==> config.mk <==
export PLATFORM = sky130hd
export DESIGN_NAME = asps_slave
export DESIGN_NICKNAME = d
export VERILOG_FILES = /design/src/asps_pkg.sv /design/src/asps_slave.sv
export VERILOG_INCLUDE_DIRS = /design/src
export SDC_FILE = /design/constraint.sdc
export NUM_CORES = 1
export LEC_CHECK = 0
export BUFFER_PORTS_ARGS = -buffer_cell sky130_fd_sc_hd__buf_2
export CORE_MARGIN = 4
export CORE_UTILIZATION = 55
export DETAILED_ROUTE_END_ITERATION = 10
export PLACE_DENSITY = 0.75
export SETUP_SLACK_MARGIN = 0.02
export SLEW_MARGIN = 20
export SYNTH_ARGS = -nofsm -noshare
export SYNTH_HDL_FRONTEND = slang
export SYNTH_SLANG_ARGS = --single-unit
==> constraint.sdc <==
create_clock -name clk_i -period 4.3 [get_ports clk_i]
set_clock_uncertainty 0.2 [all_clocks]
set_input_delay 0.43 -clock clk_i [delete_from_list [all_inputs] [get_ports clk_i]]
set_output_delay 0.43 -clock clk_i [all_outputs]
set_load 0.02 [all_outputs]
==> src/asps_params.svh <==
// Character codes, field sizes and counts of the serial parameter slave.
`ifndef ASPS_PARAMS_SVH
`define ASPS_PARAMS_SVH

// ----------------------------------------------------------------------
// Control characters
// ----------------------------------------------------------------------
`define ASPS_EOT      8'h04
`define ASPS_ENQ      8'h05
`define ASPS_STX      8'h02
`define ASPS_ETX      8'h03
`define ASPS_ACK      8'h06
`define ASPS_BS       8'h08
`define ASPS_NAK      8'h15

// ----------------------------------------------------------------------
// Printable characters and checksum floor
// ----------------------------------------------------------------------
`define ASPS_PLUS     8'h2b
`define ASPS_MINUS    8'h2d
`define ASPS_DIG_LO   8'h30
`define ASPS_DIG_HI   8'h39
`define ASPS_BCC_MIN  8'h20

// ----------------------------------------------------------------------
// Field sizes and counts
// ----------------------------------------------------------------------
`define ASPS_ADDR_LEN 3'h4
`define ASPS_ID_LEN   3'h4
`define ASPS_MAX_DIG  3'h5
`define ASPS_RPL_LEN  4'hc
`define ASPS_RPL_LAST 4'h1
`define ASPS_BCD_TOP  4'h9

`endif

==> src/asps_pkg.sv <==
// Types shared by the serial parameter slave.
package asps_pkg;

  // ----------------------------------------------------------------------
  // Protocol engine states, one-hot.
  // ----------------------------------------------------------------------
  typedef enum logic [10:0] {
    ASPS_S_IDLE  = 11'h001,
    ASPS_S_ADDR  = 11'h002,
    ASPS_S_SEL   = 11'h004,
    ASPS_S_CPAR  = 11'h008,
    ASPS_S_CDATA = 11'h010,
    ASPS_S_CBCC  = 11'h020,
    ASPS_S_RPAR  = 11'h040,
    ASPS_S_WEXEC = 11'h080,
    ASPS_S_REXEC = 11'h100,
    ASPS_S_TX    = 11'h200,
    ASPS_S_NAV   = 11'h400
  } asps_state_t;

endpackage

==> src/asps_slave.sv <==
// Character-level protocol engine answering a host on an ASCII serial line.
`timescale 1ns/1ps
`include "asps_params.svh"

// What this block does
// - Address zero is accepted as the broadcast address.
// - Broadcast commands execute with no reply.
// - Sign plus five digits means high resolution.
// - Wide integers take five digits, no sign.
// - Five unsigned digits accepted for any parameter.
// - Good applied write answers with ACK.
// - Malformed, overlong or bad-checksum write answers NAK.
// - Out-of-limit value rejected with NAK.
// - Read reply: STX id five data ETX BCC.
// - Reply data starts with sign, then magnitude.
// - NAK after reply repeats same parameter.
// - ACK after reply moves to next parameter.
// - BS after reply moves to previous parameter.
// - Unknown parameter answered with EOT on read, NAK on write.
// - Checksum XORs id through ETX inclusive.
// - Checksum below 32 gets 32 added.
// - Control characters use the fixed hex codes.
// - Address digits each sent twice after EOT.
// - Parameter id is menu then parameter digits.
// - EOT abandons message and restarts parsing.
module asps_slave
  import asps_pkg::*;
(
  // Clock and reset.
  input  wire logic        clk_i,
  input  wire logic        nrst_i,
  // Own station address, two BCD digits.
  input  wire logic [7:0]  station_addr_i,
  // Received character stream.
  input  wire logic        rx_valid_i,
  input  wire logic [7:0]  rx_char_i,
  output logic             rx_ready_o,
  // Transmitted character stream.
  output logic             tx_valid_o,
  output logic [7:0]       tx_char_o,
  input  wire logic        tx_ready_i,
  // Parameter store: selected id and its properties.
  output logic [15:0]      par_id_o,
  input  wire logic        par_exists_i,
  input  wire logic        par_wide_i,
  input  wire logic        par_hires_i,
  input  wire logic        par_in_range_i,
  // Parameter store: write request.
  output logic             par_wr_o,
  output logic             par_wr_neg_o,
  output logic             par_wr_hires_o,
  output logic [19:0]      par_wr_bcd_o,
  // Parameter store: read data.
  input  wire logic        par_rd_neg_i,
  input  wire logic [15:0] par_rd_bcd_i
);

  // ----------------------------------------------------------------------
  // Helper functions
  // ----------------------------------------------------------------------

  // True for an ASCII decimal digit.
  function automatic logic is_dig(input logic [7:0] c);
    is_dig = (c >= `ASPS_DIG_LO) && (c <= `ASPS_DIG_HI);
  endfunction

  // Lifts a raw XOR result out of the control-code range.
  function automatic logic [7:0] bcc_fix(input logic [7:0] x);
    bcc_fix = (x < `ASPS_BCC_MIN) ? (x + `ASPS_BCC_MIN) : x;
  endfunction

  // Steps a four-digit BCD id up or down by one, wrapping at the ends.
  function automatic logic [15:0] bcd_step(input logic [15:0] v, input logic up);
    logic [15:0] r;
    logic        c;
    r = v;
    c = 1'b1;
    for (int k = 0; k < 4; k++) begin
      if (c) begin
        if (up) begin
          if (r[4*k +: 4] == `ASPS_BCD_TOP) begin
            r[4*k +: 4] = 4'h0;
          end else begin
            r[4*k +: 4] = r[4*k +: 4] + 4'h1;
            c = 1'b0;
          end
        end else begin
          if (r[4*k +: 4] == 4'h0) begin
            r[4*k +: 4] = `ASPS_BCD_TOP;
          end else begin
            r[4*k +: 4] = r[4*k +: 4] - 4'h1;
            c = 1'b0;
          end
        end
      end
    end
    bcd_step = r;
  endfunction

  // ----------------------------------------------------------------------
  // State and datapath registers
  // ----------------------------------------------------------------------
  asps_state_t state_q;            // Protocol engine state.
  logic [2:0]  cnt_q;              // Position within address or id field.
  logic [7:0]  addr_q [0:2];       // First three address characters.
  logic        bcast_q;            // Message went to the broadcast address.
  logic        err_q;              // Format fault seen in this message.
  logic [7:0]  acc_q;              // Running checksum of received text.
  logic [15:0] id_q;               // Selected parameter, four BCD digits.
  logic        sign_q;             // Data field opened with a sign.
  logic        neg_q;              // That sign was a minus.
  logic [2:0]  ndig_q;             // Data digits received.
  logic [19:0] bcd_q;              // Data digits, last one lowest.
  logic        hires_q;            // Write asks for high resolution.
  logic        wr_q;               // One-cycle write strobe.
  logic        nav_q;              // Await navigation once sending ends.
  logic [3:0]  left_q;             // Characters still to send.
  logic [7:0]  tx_buf_q [0:11];    // Outgoing characters, head first.

  // ----------------------------------------------------------------------
  // Combinational decisions
  // ----------------------------------------------------------------------
  logic        rx_take;            // A character is taken this cycle.
  logic        addr_fmt;           // Address characters are doubled digits.
  logic        addr_mine;          // Address equals the station address.
  logic        addr_zero;          // Address is the broadcast address.
  logic        wr_bad;             // Write must be refused.
  logic        load_long;          // Load a full read reply.
  logic        load_one;           // Load a single answer character.
  logic [7:0]  one_char;           // That single character.
  logic        tx_shift;           // Head character accepted downstream.
  logic [7:0]  reply_w [0:11];     // Read reply as it would be sent.

  // Receive is held off while a decision or a reply is in progress, so
  // the host cannot overrun the single-character datapath.
  assign rx_ready_o = (state_q != ASPS_S_WEXEC) && (state_q != ASPS_S_REXEC) &&
                      (state_q != ASPS_S_TX);
  assign rx_take    = rx_valid_i && rx_ready_o;
  assign tx_shift   = (state_q == ASPS_S_TX) && tx_ready_i;

  // The fourth address character is checked as it arrives.
  assign addr_fmt  = is_dig(addr_q[0]) && (addr_q[0] == addr_q[1]) &&
                     is_dig(addr_q[2]) && (addr_q[2] == rx_char_i);
  assign addr_mine = ({addr_q[0][3:0], addr_q[2][3:0]} == station_addr_i);
  assign addr_zero = (addr_q[0][3:0] == 4'h0) && (rx_char_i[3:0] == 4'h0);

  // A write fails on a format fault, an unknown target, a wrong field
  // shape for the target, or a value outside the target's limits.
  assign wr_bad = err_q || !par_exists_i ||
                  (par_wide_i && (sign_q || (ndig_q != `ASPS_MAX_DIG))) ||
                  (hires_q && !par_hires_i) ||
                  !par_in_range_i;

  assign load_long = (state_q == ASPS_S_REXEC) && par_exists_i;
  assign load_one  = ((state_q == ASPS_S_REXEC) && !par_exists_i) ||
                     ((state_q == ASPS_S_WEXEC) && !bcast_q);
  // Unknown parameters get EOT; writes get ACK or NAK.
  assign one_char  = (state_q == ASPS_S_REXEC) ? `ASPS_EOT :
                     (wr_bad ? `ASPS_NAK : `ASPS_ACK);

  // Builds the read reply with its checksum over id, data and ETX.
  always_comb begin
    logic [7:0] x;
    x = 8'h00;
    reply_w[0]  = `ASPS_STX;
    for (int k = 0; k < 4; k++) begin
      reply_w[1 + k] = `ASPS_DIG_LO | {4'h0, id_q[4*(3-k) +: 4]};
      reply_w[6 + k] = `ASPS_DIG_LO | {4'h0, par_rd_bcd_i[4*(3-k) +: 4]};
    end
    reply_w[5]  = par_rd_neg_i ? `ASPS_MINUS : `ASPS_PLUS;
    reply_w[10] = `ASPS_ETX;
    for (int k = 1; k < 11; k++) begin
      x = x ^ reply_w[k];
    end
    reply_w[11] = bcc_fix(x);
  end

  // ----------------------------------------------------------------------
  // Protocol engine
  // ----------------------------------------------------------------------

  // Parses both message kinds. EOT is honoured from every receiving
  // state, so a line glitch costs one message rather than the link.
  always_ff @(posedge clk_i) begin
    if (!nrst_i) begin
      state_q <= ASPS_S_IDLE;
      cnt_q   <= 3'h0;
      bcast_q <= 1'b0;
      err_q   <= 1'b0;
      nav_q   <= 1'b0;
    end else if (rx_take && (rx_char_i == `ASPS_EOT)) begin
      state_q <= ASPS_S_ADDR;
      cnt_q   <= 3'h0;
    end else begin
      case (state_q)
        ASPS_S_IDLE: begin
          state_q <= ASPS_S_IDLE;
        end
        ASPS_S_ADDR: begin
          if (rx_take) begin
            cnt_q <= cnt_q + 3'h1;
            if (cnt_q == `ASPS_ADDR_LEN - 3'h1) begin
              // Foreign or garbled addresses are dropped silently.
              bcast_q <= addr_zero;
              state_q <= (addr_fmt && (addr_mine || addr_zero)) ?
                         ASPS_S_SEL : ASPS_S_IDLE;
            end
          end
        end
        ASPS_S_SEL: begin
          if (rx_take) begin
            err_q <= 1'b0;
            cnt_q <= 3'h1;
            if (rx_char_i == `ASPS_STX) begin
              state_q <= ASPS_S_CPAR;
              cnt_q   <= 3'h0;
            end else if (is_dig(rx_char_i)) begin
              state_q <= ASPS_S_RPAR;
            end else begin
              state_q <= ASPS_S_IDLE;
            end
          end
        end
        ASPS_S_CPAR: begin
          if (rx_take) begin
            err_q <= err_q || !is_dig(rx_char_i);
            cnt_q <= cnt_q + 3'h1;
            if (cnt_q == `ASPS_ID_LEN - 3'h1) begin
              state_q <= ASPS_S_CDATA;
            end
          end
        end
        ASPS_S_CDATA: begin
          if (rx_take) begin
            if (rx_char_i == `ASPS_ETX) begin
              err_q   <= err_q || (ndig_q == 3'h0);
              state_q <= ASPS_S_CBCC;
            end else if (((rx_char_i == `ASPS_PLUS) || (rx_char_i == `ASPS_MINUS)) &&
                         !sign_q && (ndig_q == 3'h0)) begin
              err_q <= err_q;
            end else if (!is_dig(rx_char_i) || (ndig_q == `ASPS_MAX_DIG)) begin
              err_q <= 1'b1;
            end
          end
        end
        ASPS_S_CBCC: begin
          if (rx_take) begin
            err_q   <= err_q || (rx_char_i != bcc_fix(acc_q));
            state_q <= ASPS_S_WEXEC;
          end
        end
        ASPS_S_RPAR: begin
          if (rx_take) begin
            if (cnt_q != `ASPS_ID_LEN) begin
              err_q <= err_q || !is_dig(rx_char_i);
              cnt_q <= cnt_q + 3'h1;
            end else if ((rx_char_i == `ASPS_ENQ) && !err_q) begin
              state_q <= ASPS_S_REXEC;
            end else begin
              // A garbled request is refused like a garbled command.
              err_q   <= 1'b1;
              state_q <= ASPS_S_WEXEC;
            end
          end
        end
        ASPS_S_WEXEC: begin
          nav_q   <= 1'b0;
          state_q <= bcast_q ? ASPS_S_IDLE : ASPS_S_TX;
        end
        ASPS_S_REXEC: begin
          nav_q   <= par_exists_i;
          state_q <= ASPS_S_TX;
        end
        ASPS_S_TX: begin
          if (tx_ready_i && (left_q == `ASPS_RPL_LAST)) begin
            state_q <= nav_q ? ASPS_S_NAV : ASPS_S_IDLE;
          end
        end
        ASPS_S_NAV: begin
          if (rx_take && ((rx_char_i == `ASPS_NAK) || (rx_char_i == `ASPS_ACK) ||
                          (rx_char_i == `ASPS_BS))) begin
            state_q <= ASPS_S_REXEC;
          end
        end
        default: begin
          state_q <= ASPS_S_IDLE;
        end
      endcase
    end
  end

  // Captures the first three address characters.
  always_ff @(posedge clk_i) begin
    if (!nrst_i) begin
      addr_q[0] <= 8'h00;
      addr_q[1] <= 8'h00;
      addr_q[2] <= 8'h00;
    end else if (rx_take && (state_q == ASPS_S_ADDR) && (cnt_q != 3'h3)) begin
      addr_q[cnt_q[1:0]] <= rx_char_i;
    end
  end

  // Shifts in id digits and steps the id on navigation characters.
  always_ff @(posedge clk_i) begin
    if (!nrst_i) begin
      id_q <= 16'h0000;
    end else if (rx_take && (state_q == ASPS_S_NAV)) begin
      if (rx_char_i == `ASPS_ACK) begin
        id_q <= bcd_step(id_q, 1'b1);
      end else if (rx_char_i == `ASPS_BS) begin
        id_q <= bcd_step(id_q, 1'b0);
      end
    end else if (rx_take && is_dig(rx_char_i) &&
                 ((state_q == ASPS_S_SEL) || (state_q == ASPS_S_CPAR) ||
                  ((state_q == ASPS_S_RPAR) && (cnt_q != `ASPS_ID_LEN)))) begin
      id_q <= {id_q[11:0], rx_char_i[3:0]};
    end
  end

  // Running checksum of command text from the id up to ETX.
  always_ff @(posedge clk_i) begin
    if (!nrst_i) begin
      acc_q <= 8'h00;
    end else if (rx_take && (state_q == ASPS_S_SEL)) begin
      acc_q <= 8'h00;
    end else if (rx_take && ((state_q == ASPS_S_CPAR) || (state_q == ASPS_S_CDATA))) begin
      acc_q <= acc_q ^ rx_char_i;
    end
  end

  // Collects the data field: optional leading sign, then digits.
  always_ff @(posedge clk_i) begin
    if (!nrst_i) begin
      sign_q  <= 1'b0;
      neg_q   <= 1'b0;
      ndig_q  <= 3'h0;
      bcd_q   <= 20'h00000;
      hires_q <= 1'b0;
    end else if (rx_take && (state_q == ASPS_S_SEL)) begin
      sign_q  <= 1'b0;
      neg_q   <= 1'b0;
      ndig_q  <= 3'h0;
      bcd_q   <= 20'h00000;
      hires_q <= 1'b0;
    end else if (rx_take && (state_q == ASPS_S_CDATA)) begin
      if (rx_char_i == `ASPS_ETX) begin
        hires_q <= sign_q && (ndig_q == `ASPS_MAX_DIG);
      end else if (((rx_char_i == `ASPS_PLUS) || (rx_char_i == `ASPS_MINUS)) &&
                   !sign_q && (ndig_q == 3'h0)) begin
        sign_q <= 1'b1;
        neg_q  <= (rx_char_i == `ASPS_MINUS);
      end else if (is_dig(rx_char_i) && (ndig_q != `ASPS_MAX_DIG)) begin
        bcd_q  <= {bcd_q[15:0], rx_char_i[3:0]};
        ndig_q <= ndig_q + 3'h1;
      end
    end
  end

  // Write strobe, one cycle after an accepted command is decided.
  always_ff @(posedge clk_i) begin
    if (!nrst_i) begin
      wr_q <= 1'b0;
    end else begin
      wr_q <= (state_q == ASPS_S_WEXEC) && !wr_bad;
    end
  end

  // ----------------------------------------------------------------------
  // Transmit buffer
  // ----------------------------------------------------------------------

  // Number of characters left; the head is always tx_buf_q[0].
  always_ff @(posedge clk_i) begin
    if (!nrst_i) begin
      left_q <= 4'h0;
    end else if (load_long) begin
      left_q <= `ASPS_RPL_LEN;
    end else if (load_one) begin
      left_q <= `ASPS_RPL_LAST;
    end else if (tx_shift) begin
      left_q <= left_q - 4'h1;
    end
  end

  // Each slot loads from the reply image or the single answer, or takes its neighbour's value; the last slot takes zero.
  for (genvar i = 0; i < 12; i++) begin : g_slot
    always_ff @(posedge clk_i) begin
      if (!nrst_i) begin
        tx_buf_q[i] <= 8'h00;
      end else if (load_long) begin
        tx_buf_q[i] <= reply_w[i];
      end else if (load_one) begin
        tx_buf_q[i] <= (i == 0) ? one_char : 8'h00;
      end else if (tx_shift) begin
        tx_buf_q[i] <= (i == 11) ? 8'h00 : tx_buf_q[(i + 1) % 12];
      end
    end
  end

  // ----------------------------------------------------------------------
  // Outputs
  // ----------------------------------------------------------------------
  assign tx_valid_o     = (state_q == ASPS_S_TX);
  assign tx_char_o      = tx_buf_q[0];
  assign par_id_o       = id_q;
  assign par_wr_o       = wr_q;
  assign par_wr_neg_o   = neg_q;
  assign par_wr_hires_o = hires_q;
  assign par_wr_bcd_o   = bcd_q;
endmodule

==> results.json <==
{
  "max-cap-violations": 0,
  "cts_setup_buffers": 0,
  "grt_setup_unrepaired": "false",
  "grtUsageTotal_pct": 23.54,
  "worstSetupPathType": "reg2reg",
  "areaGrowthSynthToFinish_pct": 9.937,
  "holdWs_ns": 0.1249,
  "fin_nets": 1063,
  "r2r-end": "tx_buf_q[2][27]$_SDFFCE_PP0P_",
  "worst_ep_required_time_ns": 4.22,
  "diodes": 0,
  "period_share_pct": 74.51,
  "dieWidth_um": 136.6,
  "cp.arrival_ns": 3.12,
  "worstMarginPinSlew_ns": 0.8615,
  "core_area_um2": 16060,
  "setup-tns-final_ns": 0,
  "crit_cells": 6,
  "grt_pass1_wl_mm": 34.64,
  "power.density_nw_per_um2": 328.6,
  "netlist_area_um2": 9091,
  "finalMaxSlewViolations": 0,
  "reg2reg_depth": 6,
  "worstSetupStartpoint": "state_q[6]$_SDFFE_PP0P_",
  "crit_fanout": 34,
  "synth-seq-cells": 166,
  "routed_via_density": 5.877,
  "clock-root-buffer": "clkbuf_16",
  "ys_seq_area_share_pct": 46.90,
  "detailedRoute.firstIterationViolations": 698,
  "nFillCells": 1331,
  "drive_gt1_share_pct": 14.57,
  "cts_tree": "yes",
  "wl_per_cell_um": 17.56,
  "ys_types": 69,
  "synth_edf_count": 94,
  "final_util_pct": 62.24,
  "reg2reg_from": "state_q[6]$_SDFFE_PP0P_",
  "io_buffers": 87,
  "clk_latency_ns": 0.42,
  "clock_path_buffers": 2,
  "critPathBufInv": 1,
  "max_slew_margin_pct": 42.42,
  "crit_family": "simple AND/OR/NAND/NOR gates",
  "std_cell_rows": 46,
  "die_area_um2": 18650,
  "synth_cells": 990,
  "fin_crit_ns": 3.204,
  "drt_pass1_iterations": 5,
  "initial_utilization_pct": 56.62,
  "ant_nets": 0,
  "placed_cells_incl_taps": 1208,
  "ys_warn_count": 0,
  "finalSetupViolCount": 0,
  "path_clk_slew_ns": 0.06,
  "layout.cells.non_filler": 1239,
  "cp_cell_sequence": "nor4_1, nand3_1, nor2_1, o21ai_1, nand3_4, buf_12",
  "worst_setup_path_start_kind": "flip-flop",
  "gp_congestion": 0.9139,
  "cts_buffers": 17,
  "routed_wl_mm": 21.75,
  "cts.sinks": 166,
  "async_reset_ff_share_pct": 0,
  "hold_viol": 0,
  "regArea_um2": 4264,
  "place_hpwl_mm": 14.56,
  "end_kind": "flip-flop",
  "die_h_um": 136.6,
  "antenna_found_initial": 0,
  "worst_ir_drop_vdd_uv": 272.9,
  "hold_buffers": 0,
  "fmax_ghz": 0.3121,
  "via_count": 7281,
  "leakage_nw": 3.943,
  "num_io_pins": 90,
  "crit_slowest_cell": "nor4_1",
  "crit_end": "tx_buf_q[2][27]$_SDFFCE_PP0P_",
  "hold_path_class": "in2reg",
  "htree_num_levels": 4,
  "final_common_cell": "nand2_1",
  "grt-ovfl-total": 0,
  "grt_max_degree": 55,
  "outcome": "finished, final reports clean",
  "synthFlopType": "edfxtp_1",
  "first_global_vias": 6637,
  "ctsResizeCount": 0,
  "reg2reg_slack_ns": 1.10,
  "route.detailed.drc": 0,
  "dpl_cell_area_um2": 9454,
  "final_cell_area_um2": 9995,
  "slowest_delay_ns": 0.65,
  "layout_common_cells": "nand2_1 (151), edfxtp_1 (94), buf_2 (87), nor2_1 (80), dfxtp_1 (72)",
  "multiInputGateArea_um2": 4295,
  "avgSynthCellArea_um2": 9.183
}
[through the flow]
stage / power [mW] / setup WS [ns]
6_report: 3.284 / 1.096
5_1_grt: 3.379 / 0.8574
4_1_cts: 3.292 / 1.159
3_5_place_dp: 1.910 / 1.012
3_3_place_gp: 1.908 / 1.028
2_1_floorplan: 1.856 / 0.3435
[synth_stat cells, types with 21 or more instances]
cell,number,area [um2]
a21oi_1,66,330.3
a22o_1,31,271.5
and3_1,36,225.2
buf_4,25,187.7
clkbuf_1,62,232.7
dfxtp_1,72,1441
edfxtp_1,94,2823
inv_1,21,78.83
nand2_1,151,566.8
nand3_1,23,115.1
nand4_1,21,131.4
nor2_1,80,300.3
o21ai_0,24,120.1
xnor2_1,46,402.9
xor2_1,29,254.0
[worst min path at each step]
stage | depth (start not counted) | slack, ns | startpoint | endpoint
3_3_place_gp | 2 | 0.24 | par_wr_bcd_o[16]$_SDFFE_PP0P_ | par_wr_bcd_o[16]$_SDFFE_PP0P_
5_1_grt | 2 | 0.12 | par_rd_bcd_i[0] | tx_buf_q[2][8]$_DFFE_PP_
4_1_cts | 2 | 0.11 | par_rd_bcd_i[0] | tx_buf_q[2][8]$_DFFE_PP_
6_report | 2 | 0.12 | par_rd_bcd_i[4] | tx_buf_q[2][0]$_SDFFCE_PN0P_
3_5_place_dp | 2 | 0.24 | par_wr_bcd_o[16]$_SDFFE_PP0P_ | par_wr_bcd_o[16]$_SDFFE_PP0P_
2_1_floorplan | 1 | 0.24 | left_q[3]$_SDFFE_PN0P_ | left_q[3]$_SDFFE_PN0P_
[where the power goes]
group / switching, mW / internal, mW / leakage [nW] / total (mW)
logic: 0.101 / 0.0581 / 2.12 / 0.160
clock network: 0.606 / 0.801 / 0.273 / 1.41
registers: 0.0136 / 1.70 / 1.55 / 1.72
[cell type report]
| class | count | share of cell area (%) |
|---|---|---|
| Timing Repair Buffer | 100 | 5.458 |
| Multi-Input combinational cell | 705 | 42.98 |
| Clock buffer | 24 | 4.945 |
| Tap cell | 216 | 2.704 |
| Sequential cell | 166 | 42.66 |
| Inverter | 21 | 0.7887 |
| Clock inverter | 7 | 0.4632 |
[logic make-up after synthesis]
family          Yosys count  share of synthesized area [%]
flops                   166                          46.90
mux                      16                          1.830
other cells               1                        0.04125
buf+inv                 120                          6.179
simple gates            409                          22.42
fa+ha+maj                11                          1.514
compound gates          192                          13.89
xor+xnor                 75                          7.225
[state kept, by name, summed over array words and instances (netlist names), 4 cells and up]
name	flops
tx_buf_q	70
addr_q	24
par_wr_bcd_o	20
par_id_o	16
state_q	11
acc_q	8
left_q	4
[layer usage]
metal / GRT usage, % / vias up / part of all wire (%)
met5: 0 / - / 0
met3: 3.787 / 38 / 5.4
met2: 35.49 / 238 / 46
li1: - / 3544 / -
met4: 8.119 / 0 / 2.1
met1: 34.52 / 3461 / 47
No activity file was read; power rests on OpenSTA's default activity.
